`config.mk`:
```
export PLATFORM = sky130hd
export DESIGN_NAME = swbs_status_bank
export DESIGN_NICKNAME = d
export VERILOG_FILES = /design/src/verilog/swbs_pkg.sv /design/src/verilog/swbs_bank_map.sv /design/src/verilog/swbs_status_bank.sv
export SDC_FILE = /design/constraint.sdc
export NUM_CORES = 1
export LEC_CHECK = 0
export BUFFER_PORTS_ARGS = -buffer_cell sky130_fd_sc_hd__clkbuf_2
export CORE_AREA = 2 2 69 88
export DETAILED_ROUTE_END_ITERATION = 8
export DIE_AREA = 0 0 71 90
export GPL_ROUTABILITY_DRIVEN = 0
export GPL_TIMING_DRIVEN = 0
export PLACE_DENSITY_LB_ADDON = 0.05
export REMOVE_ABC_BUFFERS = 1
export SLEW_MARGIN = 20
export SYNTH_ARGS = -nofsm -noshare
export SYNTH_HDL_FRONTEND = slang
export SYNTH_SLANG_ARGS = --single-unit
```
`constraint.sdc`:
```
create_clock -name mclk_i -period 1.5 [get_ports mclk_i]
set_input_delay 0.225 -clock mclk_i [delete_from_list [all_inputs] [get_ports mclk_i]]
set_output_delay 0.225 -clock mclk_i [all_outputs]
set_load 0.02 [all_outputs]
```
`src/verilog/swbs_pkg.sv`:
```
// constants, field layout and command codes of the status word and bank select block
// assumes a single core clock domain; shared by the block and its bank mapping leaf
package swbs_pkg;

  // data memory locations of the block (12-bit data address)
  localparam logic [11:0] SWBS_ADDR_STATUS_LO = 12'h0fb0; // flags that software may access
  localparam logic [11:0] SWBS_ADDR_STATUS_HI = 12'h0fb1; // flags closed to memory access
  localparam logic [11:0] SWBS_ADDR_BANK_LO = 12'h0f82; // register bank selector nibble
  localparam logic [11:0] SWBS_ADDR_BANK_HI = 12'h0f83; // memory bank selector nibble

  // bit positions inside the 8-bit status word as it travels to and from the stack
  localparam int SWBS_SW_REG_BANK_EN = 0;
  localparam int SWBS_SW_MEM_BANK_EN = 1;
  localparam int SWBS_SW_LEVEL_LO = 2;
  localparam int SWBS_SW_LEVEL_HI = 3;
  localparam int SWBS_SW_SKIP_LO = 4;
  localparam int SWBS_SW_SKIP_HI = 6;
  localparam int SWBS_SW_CARRY = 7;

  // bit positions inside a vector table entry (and program memory location 0)
  localparam int SWBS_VEC_MEM_BANK_EN = 7;
  localparam int SWBS_VEC_REG_BANK_EN = 6;

  // bank select byte layout: memory bank in the upper nibble, register bank in bits 1..0
  localparam int SWBS_BSEL_MEM_LO = 4;
  localparam int SWBS_BSEL_MEM_HI = 7;
  localparam int SWBS_BSEL_REG_LO = 0;
  localparam int SWBS_BSEL_REG_HI = 1;

  // reset values
  localparam logic [3:0] SWBS_RST_MEM_BANK_SEL = 4'h0;
  localparam logic [1:0] SWBS_RST_REG_BANK_SEL = 2'h0;
  localparam logic [1:0] SWBS_RST_LEVEL = 2'h0;
  localparam logic [2:0] SWBS_RST_SKIP = 3'h0;
  localparam logic SWBS_RST_CARRY = 1'b0;

  // interrupt processing levels
  localparam logic [1:0] SWBS_LEVEL_NORMAL = 2'h0; // all interrupts accepted
  localparam logic [1:0] SWBS_LEVEL_HIGH_ONLY = 2'h1; // only higher priority accepted
  localparam logic [1:0] SWBS_LEVEL_NONE = 2'h2; // no interrupt accepted

  // memory banks that may be chosen
  localparam logic [3:0] SWBS_MEM_BANK_0 = 4'h0;
  localparam logic [3:0] SWBS_MEM_BANK_1 = 4'h1;
  localparam logic [3:0] SWBS_MEM_BANK_15 = 4'hf;

  // register bank used while register banking is off
  localparam logic [1:0] SWBS_REG_BANK_DEFAULT = 2'h0;

  // commands from the instruction execution and interrupt control logic
  typedef enum logic [4:0] {
    SWBS_CMD_NOP = 5'h00,
    SWBS_CMD_CARRY_SET = 5'h01,
    SWBS_CMD_CARRY_CLR = 5'h02,
    SWBS_CMD_BIT_INVERT = 5'h03,
    SWBS_CMD_SKIP_IF_TRUE = 5'h04,
    SWBS_CMD_BIT_LOAD = 5'h05,
    SWBS_CMD_BIT_STORE = 5'h06,
    SWBS_CMD_BIT_AND = 5'h07,
    SWBS_CMD_BIT_OR = 5'h08,
    SWBS_CMD_BIT_XOR = 5'h09,
    SWBS_CMD_ARITH_CARRY = 5'h0a,
    SWBS_CMD_MEM_BANK_CHOOSE = 5'h0b,
    SWBS_CMD_REG_BANK_CHOOSE = 5'h0c,
    SWBS_CMD_MEM_BANK_EN_SET = 5'h0d,
    SWBS_CMD_MEM_BANK_EN_CLR = 5'h0e,
    SWBS_CMD_REG_BANK_EN_SET = 5'h0f,
    SWBS_CMD_REG_BANK_EN_CLR = 5'h10,
    SWBS_CMD_CALL_SAVE = 5'h11,
    SWBS_CMD_RET_RESTORE = 5'h12,
    SWBS_CMD_INT_ENTER = 5'h13,
    SWBS_CMD_INT_RETURN = 5'h14,
    SWBS_CMD_BANK_PUSH = 5'h15,
    SWBS_CMD_BANK_POP = 5'h16
  } swbs_cmd_t;

endpackage : swbs_pkg

```
`src/verilog/swbs_bank_map.sv`:
```
// bank mapping leaf: registers the effective data bank and general register bank
// assumes the parent hands it the next state of the enables and selectors
module swbs_bank_map
  import swbs_pkg::*;
(
  // clock and reset
  input wire logic mclk_i,
  input wire logic rst_i,
  // next state of the banking controls
  input wire logic mem_bank_enable_i,
  input wire logic [3:0] memory_bank_selector_i,
  input wire logic reg_bank_enable_i,
  input wire logic [1:0] register_bank_selector_i,
  // bank implied by the addressing mode when memory banking is off
  input wire logic [3:0] fixed_bank_i,
  // effective banks
  output logic [3:0] data_bank_o,
  output logic [1:0] reg_bank_o
);

  // all state of the leaf
  typedef struct packed {
    logic [3:0] data_bank; // upper four data address bits
    logic [1:0] reg_bank; // general register bank in use
  } swbs_map_t;

  swbs_map_t s; // registered state
  swbs_map_t next_s; // next state

  // choose the banks from enables and selectors
  always_comb begin
    next_s = s;
    // selector drives the upper address only while enabled, else the mode's bank
    if (mem_bank_enable_i) begin
      next_s.data_bank = memory_bank_selector_i;
    end else begin
      next_s.data_bank = fixed_bank_i;
    end
    // register bank selector ignored while banking is off
    if (reg_bank_enable_i) begin
      next_s.reg_bank = register_bank_selector_i;
    end else begin
      next_s.reg_bank = SWBS_REG_BANK_DEFAULT;
    end
  end

  // state register
  always_ff @(posedge mclk_i or posedge rst_i) begin
    if (rst_i) begin
      s <= '0;
    end else begin
      s <= next_s;
    end
  end

  assign data_bank_o = s.data_bank;
  assign reg_bank_o = s.reg_bank;

endmodule : swbs_bank_map

```
`src/verilog/swbs_status_bank.sv`:
```
// status word and bank select registers of a 4-bit core, with stack and memory access
// assumes one command per cycle from the core and inputs synchronous to mclk_i
//
// Summary of operation
// - one carry bit holds arithmetic overflow
// - carry acts as one-bit boolean accumulator
// - carry reset value carries no meaning
// - set, clear, invert, skip on carry only
// - carry copied to or from memory bit
// - and, or, xor memory bit into carry
// - interrupt saves and restores whole status word
// - skip flags updated by execution and interrupt return
// - level codes: all, higher only, none
// - interrupt saves level then raises it
// - level readable and writable by memory access
// - memory bank enable steers upper address
// - bank enables set or cleared anytime
// - reset loads memory bank enable from rom
// - vector entry bit 7 loads memory enable
// - register bank 0 unless banking enabled
// - reset loads register bank enable from rom
// - vector entry bit 6 loads register enable
// - bank byte: memory upper, register lowest
// - memory bank 0, 1, 15, reset 0; bank pop loads any value
// - register bank 0..3, upper bits read 0
// - low status nibble only memory accessible
// - calls save only the two enables
module swbs_status_bank
  import swbs_pkg::*;
#(
  parameter int ADDR_W = 12 // data memory address width
) (
  // clock and reset
  input wire logic mclk_i,
  input wire logic rst_i,
  // command from execution and interrupt control
  input wire logic cmd_valid_i,
  input wire swbs_cmd_t cmd_i,
  input wire logic mem_bit_i, // selected data memory bit
  input wire logic arith_carry_i, // carry out of add or subtract with carry
  input wire logic [3:0] sel_value_i, // bank number for the choose commands
  input wire logic [7:0] vector_byte_i, // vector entry, or location 0 after reset
  input wire logic [7:0] stack_data_i, // byte popped from the stack
  // skip state from the execution logic
  input wire logic skip_update_i,
  input wire logic [2:0] skip_state_i,
  // addressing mode bank while memory banking is off
  input wire logic [3:0] fixed_bank_i,
  // data memory access to the block's nibbles
  input wire logic [ADDR_W-1:0] mem_addr_i,
  input wire logic mem_rd_i,
  input wire logic mem_wr_i,
  input wire logic [3:0] mem_wdata_i,
  output logic [3:0] mem_rdata_o,
  output logic mem_rvalid_o,
  // stack push
  output logic stack_push_o,
  output logic [7:0] stack_data_o,
  // bit transfer toward memory
  output logic mem_bit_we_o,
  output logic mem_bit_o,
  // skip request from the carry test
  output logic skip_o,
  // status toward the core
  output logic carry_o,
  output logic [2:0] skip_state_o,
  output logic [1:0] int_level_o,
  output logic mem_bank_enable_o,
  output logic reg_bank_enable_o,
  output logic [3:0] memory_bank_selector_o,
  output logic [1:0] register_bank_selector_o,
  // effective banks
  output logic [3:0] data_bank_o,
  output logic [1:0] reg_bank_o
);

  // refuse address widths that cannot reach the block's locations
  if (ADDR_W != 12) begin : g_bad_width
    $error("swbs_status_bank: ADDR_W must be 12");
  end

  // all state of the block
  typedef struct packed {
    logic carry_bit; // carry and bit accumulator
    logic [2:0] skip_state; // skip status from execution
    logic [1:0] int_level; // interrupt processing level
    logic mem_bank_enable; // memory banking on
    logic reg_bank_enable; // register banking on
    logic [3:0] memory_bank_selector; // chosen memory bank
    logic [1:0] register_bank_selector; // chosen register bank
    logic boot; // first cycle after reset release
    logic [3:0] rdata; // memory read data
    logic rvalid; // memory read answer pulse
    logic push; // stack push pulse
    logic [7:0] push_data; // byte pushed
    logic bit_we; // memory bit write pulse
    logic bit_out; // memory bit write value
    logic skip; // skip request pulse
  } swbs_state_t;

  swbs_state_t s; // registered state
  swbs_state_t next_s; // next state
  logic [7:0] status_word; // current status word as a byte
  logic [7:0] bank_byte; // current bank select byte
  logic [ADDR_W-1:0] addr_status_lo; // address constants at port width
  logic [ADDR_W-1:0] addr_bank_lo;
  logic [ADDR_W-1:0] addr_bank_hi;

  assign addr_status_lo = SWBS_ADDR_STATUS_LO[ADDR_W-1:0];
  assign addr_bank_lo = SWBS_ADDR_BANK_LO[ADDR_W-1:0];
  assign addr_bank_hi = SWBS_ADDR_BANK_HI[ADDR_W-1:0];

  // assemble the status word in its stack layout
  always_comb begin
    status_word = 8'h00;
    status_word[SWBS_SW_CARRY] = s.carry_bit;
    status_word[SWBS_SW_SKIP_HI:SWBS_SW_SKIP_LO] = s.skip_state;
    status_word[SWBS_SW_LEVEL_HI:SWBS_SW_LEVEL_LO] = s.int_level;
    status_word[SWBS_SW_MEM_BANK_EN] = s.mem_bank_enable;
    status_word[SWBS_SW_REG_BANK_EN] = s.reg_bank_enable;
  end

  // assemble the bank select byte; bits 3..2 stay zero
  always_comb begin
    bank_byte = 8'h00;
    bank_byte[SWBS_BSEL_MEM_HI:SWBS_BSEL_MEM_LO] = s.memory_bank_selector;
    bank_byte[SWBS_BSEL_REG_HI:SWBS_BSEL_REG_LO] = s.register_bank_selector;
  end

  // next state: pulses fall, then memory access, then the command
  always_comb begin
    next_s = s;
    next_s.rvalid = 1'b0;
    next_s.push = 1'b0;
    next_s.bit_we = 1'b0;
    next_s.skip = 1'b0;
    next_s.boot = 1'b0;

    // first cycle after reset: enables from program memory location 0
    if (s.boot) begin
      next_s.mem_bank_enable = vector_byte_i[SWBS_VEC_MEM_BANK_EN];
      next_s.reg_bank_enable = vector_byte_i[SWBS_VEC_REG_BANK_EN];
    end

    // skip flags follow execution and have no writable operand
    if (skip_update_i) begin
      next_s.skip_state = skip_state_i;
    end

    // memory read of the block's nibbles; answer one cycle later
    if (mem_rd_i) begin
      next_s.rvalid = 1'b1;
      if (mem_addr_i == addr_status_lo) begin
        next_s.rdata = status_word[3:0];
      end else if (mem_addr_i == addr_bank_lo) begin
        next_s.rdata = bank_byte[3:0];
      end else if (mem_addr_i == addr_bank_hi) begin
        next_s.rdata = bank_byte[7:4];
      end else begin
        next_s.rdata = 4'h0; // upper status nibble and other addresses read zero
      end
    end

    // memory write; upper status nibble is not writable
    if (mem_wr_i) begin
      if (mem_addr_i == addr_status_lo) begin
        next_s.int_level = mem_wdata_i[SWBS_SW_LEVEL_HI:SWBS_SW_LEVEL_LO];
        next_s.mem_bank_enable = mem_wdata_i[SWBS_SW_MEM_BANK_EN];
        next_s.reg_bank_enable = mem_wdata_i[SWBS_SW_REG_BANK_EN];
      end else if (mem_addr_i == addr_bank_lo) begin
        next_s.register_bank_selector = mem_wdata_i[1:0];
      end else if (mem_addr_i == addr_bank_hi) begin
        // only banks 0, 1 and 15 are taken
        if (mem_wdata_i == SWBS_MEM_BANK_0 || mem_wdata_i == SWBS_MEM_BANK_1 ||
            mem_wdata_i == SWBS_MEM_BANK_15) begin
          next_s.memory_bank_selector = mem_wdata_i;
        end
      end
    end

    // command from the core
    if (cmd_valid_i) begin
      unique case (cmd_i)
        SWBS_CMD_NOP: begin
        end
        // dedicated carry operations leave all other bits alone
        SWBS_CMD_CARRY_SET: begin
          next_s.carry_bit = 1'b1;
        end
        SWBS_CMD_CARRY_CLR: begin
          next_s.carry_bit = 1'b0;
        end
        SWBS_CMD_BIT_INVERT: begin
          next_s.carry_bit = ~s.carry_bit;
        end
        SWBS_CMD_SKIP_IF_TRUE: begin
          next_s.skip = s.carry_bit;
        end
        // bit transfer
        SWBS_CMD_BIT_LOAD: begin
          next_s.carry_bit = mem_bit_i;
        end
        SWBS_CMD_BIT_STORE: begin
          next_s.bit_we = 1'b1;
          next_s.bit_out = s.carry_bit;
        end
        // boolean accumulate into the carry
        SWBS_CMD_BIT_AND: begin
          next_s.carry_bit = s.carry_bit & mem_bit_i;
        end
        SWBS_CMD_BIT_OR: begin
          next_s.carry_bit = s.carry_bit | mem_bit_i;
        end
        SWBS_CMD_BIT_XOR: begin
          next_s.carry_bit = s.carry_bit ^ mem_bit_i;
        end
        // add or subtract with carry
        SWBS_CMD_ARITH_CARRY: begin
          next_s.carry_bit = arith_carry_i;
        end
        // bank choice; unsupported memory banks ignored
        SWBS_CMD_MEM_BANK_CHOOSE: begin
          if (sel_value_i == SWBS_MEM_BANK_0 || sel_value_i == SWBS_MEM_BANK_1 ||
              sel_value_i == SWBS_MEM_BANK_15) begin
            next_s.memory_bank_selector = sel_value_i;
          end
        end
        SWBS_CMD_REG_BANK_CHOOSE: begin
          next_s.register_bank_selector = sel_value_i[1:0];
        end
        // enables by bit instruction, whatever bank is chosen
        SWBS_CMD_MEM_BANK_EN_SET: begin
          next_s.mem_bank_enable = 1'b1;
        end
        SWBS_CMD_MEM_BANK_EN_CLR: begin
          next_s.mem_bank_enable = 1'b0;
        end
        SWBS_CMD_REG_BANK_EN_SET: begin
          next_s.reg_bank_enable = 1'b1;
        end
        SWBS_CMD_REG_BANK_EN_CLR: begin
          next_s.reg_bank_enable = 1'b0;
        end
        // call pushes the two enables only, others zero
        SWBS_CMD_CALL_SAVE: begin
          next_s.push = 1'b1;
          next_s.push_data = 8'h00;
          next_s.push_data[SWBS_SW_MEM_BANK_EN] = s.mem_bank_enable;
          next_s.push_data[SWBS_SW_REG_BANK_EN] = s.reg_bank_enable;
        end
        SWBS_CMD_RET_RESTORE: begin
          next_s.mem_bank_enable = stack_data_i[SWBS_SW_MEM_BANK_EN];
          next_s.reg_bank_enable = stack_data_i[SWBS_SW_REG_BANK_EN];
        end
        // interrupt entry: push whole word, raise level, enables from vector
        SWBS_CMD_INT_ENTER: begin
          next_s.push = 1'b1;
          next_s.push_data = status_word;
          unique case (s.int_level)
            SWBS_LEVEL_NORMAL: next_s.int_level = SWBS_LEVEL_HIGH_ONLY;
            SWBS_LEVEL_HIGH_ONLY: next_s.int_level = SWBS_LEVEL_NONE;
            default: next_s.int_level = SWBS_LEVEL_NONE;
          endcase
          next_s.mem_bank_enable = vector_byte_i[SWBS_VEC_MEM_BANK_EN];
          next_s.reg_bank_enable = vector_byte_i[SWBS_VEC_REG_BANK_EN];
        end
        // interrupt return: whole word back at once
        SWBS_CMD_INT_RETURN: begin
          next_s.carry_bit = stack_data_i[SWBS_SW_CARRY];
          next_s.skip_state = stack_data_i[SWBS_SW_SKIP_HI:SWBS_SW_SKIP_LO];
          next_s.int_level = stack_data_i[SWBS_SW_LEVEL_HI:SWBS_SW_LEVEL_LO];
          next_s.mem_bank_enable = stack_data_i[SWBS_SW_MEM_BANK_EN];
          next_s.reg_bank_enable = stack_data_i[SWBS_SW_REG_BANK_EN];
        end
        // bank select byte as one unit
        SWBS_CMD_BANK_PUSH: begin
          next_s.push = 1'b1;
          next_s.push_data = bank_byte;
        end
        SWBS_CMD_BANK_POP: begin
          next_s.memory_bank_selector = stack_data_i[SWBS_BSEL_MEM_HI:SWBS_BSEL_MEM_LO];
          next_s.register_bank_selector = stack_data_i[SWBS_BSEL_REG_HI:SWBS_BSEL_REG_LO];
        end
        default: begin
        end
      endcase
    end
  end

  // state register; carry reset value is a convenience only
  always_ff @(posedge mclk_i or posedge rst_i) begin
    if (rst_i) begin
      s <= '0;
      s.carry_bit <= SWBS_RST_CARRY;
      s.skip_state <= SWBS_RST_SKIP;
      s.int_level <= SWBS_RST_LEVEL;
      s.memory_bank_selector <= SWBS_RST_MEM_BANK_SEL;
      s.register_bank_selector <= SWBS_RST_REG_BANK_SEL;
      s.boot <= 1'b1; // enables taken from location 0 after release
    end else begin
      s <= next_s;
    end
  end

  // effective banks from the next state so they track the registers
  swbs_bank_map u_bank_map (
    .mclk_i(mclk_i),
    .rst_i(rst_i),
    .mem_bank_enable_i(next_s.mem_bank_enable),
    .memory_bank_selector_i(next_s.memory_bank_selector),
    .reg_bank_enable_i(next_s.reg_bank_enable),
    .register_bank_selector_i(next_s.register_bank_selector),
    .fixed_bank_i(fixed_bank_i),
    .data_bank_o(data_bank_o),
    .reg_bank_o(reg_bank_o)
  );

  // outputs straight from the state register
  assign mem_rdata_o = s.rdata;
  assign mem_rvalid_o = s.rvalid;
  assign stack_push_o = s.push;
  assign stack_data_o = s.push_data;
  assign mem_bit_we_o = s.bit_we;
  assign mem_bit_o = s.bit_out;
  assign skip_o = s.skip;
  assign carry_o = s.carry_bit;
  assign skip_state_o = s.skip_state;
  assign int_level_o = s.int_level;
  assign mem_bank_enable_o = s.mem_bank_enable;
  assign reg_bank_enable_o = s.reg_bank_enable;
  assign memory_bank_selector_o = s.memory_bank_selector;
  assign register_bank_selector_o = s.register_bank_selector;

endmodule : swbs_status_bank

```
# After elaboration in Yosys (flattened, before gate mapping)
# Index checks and enable logic that the tools add are counted.
[op_classes]
n_bitwise = 4
n_mux = 29
n_reduce_logical = 13
n_eq_ne = 29
[op_table]
columns = ["operator", "count"]
rows = [
  ["5-bit by 4-bit equality test with 1-bit output, second input constant", 8],
  ["12-bit equality test, second input constant", 3],
  ["4-bit 2-to-1 mux", 9],
  ["5-bit equality test, second input constant", 7],
  ["9-bit one-hot mux with 3 select lines", 1],
  ["5-bit by 3-bit equality test with 1-bit output, second input constant", 4],
  ["13-bit 2-to-1 mux", 1],
  ["12-bit 2-to-1 mux", 1],
  ["5-bit by 2-bit equality test with 1-bit output, second input constant", 2],
  ["10-bit 2-to-1 mux", 1],
  ["2-bit 2-to-1 mux", 5],
  ["1-bit one-hot mux with 9 select lines", 1],
  ["9-bit nonzero test", 1],
  ["4-bit by 1-bit equality test with 1-bit output, second input constant", 2],
  ["4-bit equality test, second input constant", 2],
  ["4-bit zero test", 2],
  ["1-bit one-hot mux with 4 select lines", 2],
  ["2-bit one-hot mux with 2 select lines", 2],
  ["4-bit one-hot mux with 2 select lines", 1],
  ["3-bit 2-to-1 mux", 2],
  ["6-bit 2-to-1 mux", 1],
  ["2-bit AND reduction", 3],
  ["5-bit by 1-bit equality test with 1-bit output, second input constant", 1],
  ["1-bit logical OR", 4],
  ["8 further kinds", 9],
]
[word_totals]
elab_cells = 92
register_bits = 38

# Depth between registers and ports, before layout
# Gate-level depths: netlist (run 1).
[logic_depth]
word_depth = 12
ltp_mapped = 7
mapped_depth_nobuf = 7

# By module
# A second synthesis (run 1) with hierarchy kept.
[unflattened]
hier_cells = 265
hier_area_um2 = 2381.0
[modules_own_cells]
columns = ["module", "area_per_inst_um2", "cells_per_inst", "instances"]
rows = [
  ["swbs_status_bank", 2169.6, 252, 1],
  ["swbs_bank_map", 211.5, 13, 1],
]

# Worst setup path after synthesis (run 1)
# Ideal clock, no wire load.
[synth_timing]
path_type = "input -> register"
start = "input mem_addr_i[3]"
end = "register u_bank_map.s (netlist bit u_bank_map.data_bank_o[0])"
cell_stages = 5
setup_time_ps = 125
arrival_ps = 1564
required_ps = 1375
path_slack_ps = -189
path_cell_list = "nor4b_4 > nand4_1 > mux2i_1 > o211ai_2 > mux2_2"
[synth_lines]
columns = ["item", "line", "text"]
rows = [
  ["start, declared", "swbs_status_bank.sv:50", "input wire logic [ADDR_W-1:0] mem_addr_i,"],
  ["end signal, assigned", "swbs_bank_map.sv:52", "s <= next_s;"],
  ["end, declared", "swbs_bank_map.sv:27", "swbs_map_t s;"],
]

==> qor.csv, run 1 <==
stage;metric;value;unit
drt;Vias/cell;5.47;
timing;clk_skew;0.00925;ns
drt;drt pass-1 iters;6;
timing;Final Cycle Share;110;%
logic_synthesis;syn_area_per_cell;9.42;um2
job;max cap viols;0;
timing;setup ws final;-0.147;ns
cts;Clock Sinks;38;
status;outcome;finished, violations left;
placed_design;pre-CTS setup slack;-0.624;ns
logic_synthesis;Post-synth EDFFs;0;
hold_path;hold path startpoint;mem_rd_i;
cts;clk_lat worst skew;0.29;ns
logic_synthesis;Synthesis Warnings;0;
cts;Max Buffers Root-to-Sink;2;
drt;Routed WL;6110;um
placed_design;port bufs;86;
drt;vias post-DR;2155;
pwr;peak supply drop;0.000401;V
cells_and_area;commonest non-fill, non-tap cell in the layout;clkbuf_2;
drt;# DRC;0;
critical_path;reg-to-reg startpoint;s[17];
drt;Final ANT Viol Nets;0;
die;starting density of the core;42.6;%
global_routing;Tot GR Track Use;19.0;%
timing;RSZ-0062 raised after global routing;yes;
timing;Final Setup Violations;4;
pwr;leakage power;1.43;nW
critical_path;slowest stage delay, CP;0.55;ns
critical_path;crit start category;register;
pwr;Switch Pwr;0.000981;W
logic_synthesis;Synth async-reset ratio;100;%
timing;Final TNS setup;-0.539;ns
critical_path;sequence of cells on the critical path;mux2_4 > mux2i_2 > o211ai_4 > mux2_4;
timing;worst hold slack;0.153;ns
status;violated checks;setup timing;
timing;Least-Margin Pin Slew;0.496;ns
die;Ports;93;
global_routing;pin count of the biggest net entering global routing;27;
global_routing;antenna violations before repair;0;
cells_and_area;commonest non-fill, non-tap cells in the layout;82 x clkbuf_2, 36 x dfrtp_1, 15 x nor2_1, 15 x nand2_1, 14 x o21ai_0;
drt;Iter 0 DRT Violations;96;
pwr;Seq pwr share;40.6;%
pwr;Clk pwr share;32.6;%
die;Die Ht;90;um
die;Die X-Extent;71;um
pwr;sw frac;31.0;%
drt;WL per Instance;15.5;um
cells_and_area;antenna cells;0;
pwr;total internal power;0.00218;W
critical_path;critical path's slowest cell;dfstp_2;
cts;Clock Tree Root;clkbuf_8;
critical_path;start point of the critical path;s[17];
cells_and_area;P&R area growth vs syn;26.5;%
cts;CTS tree;built;
timing;Max-slew headroom;66.8;%
global_routing;grt ovf;0;
timing;Final Hold Fails;0;
critical_path;Crit path required time;1.68;ns
logic_synthesis;Seq cells post-synth;38;
critical_path;CP endpoint kind;register;
cells_and_area;layout cells sized above 1;43.3;%
logic_synthesis;Mapped Area;2390;um2
cts;CTS buffer count;5;
placed_design;Final HPWL DP;4720;um
cts;H-Tree Level Count;2;
die;die area;6390;um2
die;row cnt;31;
logic_synthesis;post-synthesis sequential area ratio;39.8;%
cts;CTS clk-pin slew, worst paths;0.08;ns
critical_path;crit-path max FO;5;
logic_synthesis;Syn Inst Count;254;
global_routing;number of global-route vias before repair;2041;
critical_path;cell mode on critical path;mux2_4;
logic_synthesis;ys flop type;dfrtp_1;
critical_path;CP arrival;1.83;ns
pwr;Tot Pwr;0.00317;W
pwr;PwrDens;1050;nW/um2
hold_path;HP Class;primary input to register;
global_routing;first-pass GRT wire length;9710;um
pwr;Logic pwr share;26.8;%
logic_synthesis;Yosys cell types;49;
die;core area;5620;um2
critical_path;WS Path Type;register to register;
timing;Slew Limit Fails;0;
cells_and_area;NumNets Final;385;
timing;minimum clock period;1.65;ns
timing;maximum clock frequency;607;MHz
## per-layer routing
metal | track usage, % | routed length, um | vias to the layer above
met2 | 31.7 | 3210 | 57
met3 | 3.25 | 285 | 5
met5 | 0 | 0 | -
met4 | 6.29 | 57 | 0
li1 | - | - | 1056
met1 | 24.9 | 2560 | 1037
## state kept, by name, summed over array words and instances (netlist names)
register                  cells
stack_data_o                  8
mem_rdata_o                   4
memory_bank_selector_o        4
u_bank_map.data_bank_o        4
skip_state_o                  3
int_level_o                   2
register_bank_selector_o      2
u_bank_map.reg_bank_o         2
carry_o                       1
mem_bank_enable_o             1
mem_bit_o                     1
mem_bit_we_o                  1
mem_rvalid_o                  1
reg_bank_enable_o             1
s                             1
skip_o                        1
stack_push_o                  1
## final timing paths
kind	endpoint	slack, ns	cells past startpoint
worst min register to register	stack_data_o[2]	0.48	2
max in group asynchronous	s[17]	0.58	4
worst min-delay path	mem_rvalid_o	0.15	1
worst max register to register	u_bank_map.data_bank_o[2]	-0.15	4
worst max-delay path	u_bank_map.data_bank_o[2]	-0.15	4
min in group asynchronous	u_bank_map.data_bank_o[2]	0.40	3
## what timing repair did
item                       4_1_cts  5_1_grt
hold buffers                     1        0
pin swaps                        6        5
buffers inserted                 7        4
setup endpoints to repair       10       10
hold endpoints to repair        12        0
resized for setup               11       14
## critical path, delay by kind of cell, from the launching register on
family          cells  cell delay [ns]
mux                 3             0.84
flops               1             0.55
compound gates      1             0.15
## cell usage after synthesis, drive strengths merged, types with 3 or more instances
cell | count | area (um2)
buf | 32 | 216
inv | 10 | 37.5
a31oi | 4 | 25.0
a2bb2oi | 3 | 26.3
mux2 | 11 | 124
a32oi | 6 | 52.6
nand4 | 3 | 18.8
nand2b | 6 | 45.0
and3 | 3 | 21.3
o21ai | 15 | 75.1
nor2 | 16 | 60.1
mux2i | 9 | 90.1
o31ai | 6 | 45.0
nand2 | 16 | 60.1
a22oi | 9 | 67.6
dfrtp | 37 | 926
o21ba | 3 | 30.0
a21oi | 13 | 65.1
nor3 | 11 | 60.1
nand3 | 6 | 30.0
## cell families after synthesis
logic type	count (synthesis)	synth area share, %
buf+inv	43	10.8
simple gates	81	19.8
compound gates	68	19.1
fa+ha+maj	2	1.05
other cells	1	0.157
flops	38	39.8
xor+xnor	1	0.366
mux	20	8.94
## power by group through the flow
stage | sequential (W) | combinational [W] | clock [W]
after detailed placement | 0.00131 | 0.000787 | 0
after floorplan | 0.00144 | 0.000295 | 0
after CTS | 0.00129 | 0.000827 | 0.00106
after global placement | 0.00131 | 0.000780 | 0
after global routing | 0.00131 | 0.000920 | 0.00110
final | 0.00129 | 0.000849 | 0.00103
## cell type report
class / instances / area, um2
fill: 548 / 2600
timing repair buffer: 99 / 554
inverter: 10 / 41.3
clock buffer: 5 / 68.8
clock inverter: 3 / 68.8
multi-input combinational: 173 / 1260
tap: 66 / 82.6
sequential: 38 / 953
## metrics by stage
step                cells  utilization, %  cell area, um2
detailed placement    374            48.1            2710
floorplan             221               -            2170
CTS                   390            52.4            2950
global placement      373            47.8            2690
global route          394            53.8            3030
finish                394            53.8            3030
Power figures use the tool's default switching activity.
==> run 2: changes to the inputs <==
--- a/config.mk
+++ b/config.mk
@@ -7,7 +7,8 @@
 export LEC_CHECK = 0
 export BUFFER_PORTS_ARGS = -buffer_cell sky130_fd_sc_hd__clkbuf_2
-export CORE_AREA = 2 2 69 88
+export CORE_AREA = 2 2 68 86
+export CTS_BUF_LIST = sky130_fd_sc_hd__clkbuf_8
 export DETAILED_ROUTE_END_ITERATION = 8
-export DIE_AREA = 0 0 71 90
+export DIE_AREA = 0 0 70 88
 export GPL_ROUTABILITY_DRIVEN = 0
 export GPL_TIMING_DRIVEN = 0
==> constraint.sdc (replaced) <==
create_clock -name mclk_i -period 1.5 [get_ports mclk_i]
set_input_delay 0.15 -clock mclk_i [delete_from_list [all_inputs] [get_ports mclk_i]]
set_output_delay 0.15 -clock mclk_i [all_outputs]
set_load 0.02 [all_outputs]
==> qor.csv, run 2 (same netlist as run 1, synthesis figures left out) <==
stage;metric;value;unit
cts;Clock Sinks;38;
critical_path;Crit path required time;1.68;ns
drt;Vias/cell;5.55;
critical_path;CP endpoint kind;register;
die;die area;6160;um2
cts;H-Tree Level Count;2;
status;outcome;finished, violations left;
critical_path;CP arrival;1.83;ns
die;Die X-Extent;70;um
drt;# DRC;0;
global_routing;first-pass GRT wire length;9730;um
timing;setup ws final;-0.149;ns
cts;CTS tree;built;
drt;WL per Instance;15.9;um
pwr;Tot Pwr;0.00320;W
timing;worst hold slack;0.0829;ns
cts;Max Buffers Root-to-Sink;2;
global_routing;number of global-route vias before repair;1958;
critical_path;WS Path Type;register to register;
cells_and_area;# fillers;501;
timing;Slew Limit Fails;0;
timing;Final Setup Violations;4;
timing;Final Cycle Share;110;%
die;Die Ht;88;um
drt;drt pass-1 iters;4;
status;violated checks;setup timing;
pwr;PwrDens;1070;nW/um2
timing;Final Hold Fails;0;
global_routing;grt ovf;0;
die;row cnt;30;
placed_design;Final HPWL DP;4610;um
global_routing;Tot GR Track Use;20.1;%
cells_and_area;Layout Cells excl Fill;388;
timing;maximum clock frequency;606;MHz
global_routing;antenna violations before repair;0;
pwr;leakage power;1.43;nW
drt;Routed WL;6170;um
cts;clk_lat worst skew;0.29;ns
cells_and_area;layout cells sized above 1;42.3;%
cts;CTS buffer count;5;
critical_path;crit start category;register;
cts;Clock Tree Root;clkbuf_8;
die;core area;5330;um2
cells_and_area;NumNets Final;381;
timing;clk_skew;0.00706;ns
cells_and_area;commonest non-fill, non-tap cells in the layout;83 x clkbuf_2, 36 x dfrtp_1, 15 x nor2_1, 15 x nand2_1, 14 x o21ai_0;
pwr;peak supply drop;0.000562;V
critical_path;crit-path max FO;5;
timing;RSZ-0062 raised after global routing;yes;
cells_and_area;antenna cells;0;
die;Ports;93;
cts;CTS clk-pin slew, worst paths;0.08;ns
cells_and_area;final core utilization;56.4;%
die;starting density of the core;44.9;%
global_routing;pin count of the biggest net entering global routing;27;
hold_path;HP Class;primary input to register;
drt;Final ANT Viol Nets;0;
placed_design;Inst Count DP;372;
cells_and_area;P&R area growth vs syn;25.6;%
placed_design;port bufs;86;
cells_and_area;max reg flops;8;
drt;vias post-DR;2152;
cells_and_area;commonest non-fill, non-tap cell in the layout;clkbuf_2;
timing;minimum clock period;1.65;ns
job;max cap viols;0;
drt;Iter 0 DRT Violations;118;
[run 2: worst paths after layout]
kind / start / endpoint / slack (ns) / depth (start not counted)
max: s[17] / u_bank_map.data_bank_o[0] / -0.15 / 4
min: mem_rd_i / mem_rvalid_o / 0.08 / 1
max reg2reg: s[17] / u_bank_map.data_bank_o[0] / -0.15 / 4
min reg2reg: stack_data_o[6] / stack_data_o[6] / 0.48 / 2
max in group asynchronous: rst_i / s[17] / 0.66 / 4
min in group asynchronous: rst_i / u_bank_map.data_bank_o[3] / 0.34 / 3
[run 2: stage by stage]
step / setup WS, ns / TNS [ns] / cell area, um2
2_1_floorplan: -0.114 / -0.549 / 2170
3_3_place_gp: -0.524 / -6.39 / 2680
3_5_place_dp: -0.536 / -6.05 / 2700
4_1_cts: -0.193 / -0.726 / 2910
5_1_grt: -0.187 / -0.726 / 3010
6_report: -0.149 / -0.570 / 3010
[run 2: area by class of cell]
| type | count | area (um2) | area share, % |
|---|---|---|---|
| tap | 64 | 80.1 | 2.66 |
| inverter | 10 | 37.5 | 1.25 |
| clock inverter | 3 | 68.8 | 2.29 |
| timing repair buffer | 95 | 524 | 17.4 |
| clock buffer | 5 | 68.8 | 2.29 |
| sequential | 38 | 953 | 31.7 |
| multi-input combinational | 173 | 1270 | 42.3 |
[run 2: what timing repair did]
item / CTS / global route
resized for setup: 8 / 18
hold buffers: 1 / 0
setup endpoints to repair: 7 / 8
hold endpoints to repair: 12 / 0
setup buffers: 4 / 3
pin swaps: 2 / 10
[run 2: where the power goes]
group          leakage, nW  internal [W]  total [W]  switching [W]
clock               0.0683      0.000667    0.00105       0.000381
combinational        0.882      0.000370   0.000867       0.000497
sequential           0.481       0.00116    0.00129       0.000128
total                 1.43       0.00220    0.00320        0.00101
[run 2: per-layer routing]
layer  wire, um  track usage, %
met3        359            4.37
met1       2660            26.7
met2       3080            33.5
met4         70            5.77
met5          0               0
[run 2: critical path, stage by stage (launching register included)]
cell and delay (ns):
dfstp_2 0.56, mux2_4 0.31, mux2i_4 0.16, o211ai_4 0.17
mux2_4 0.33
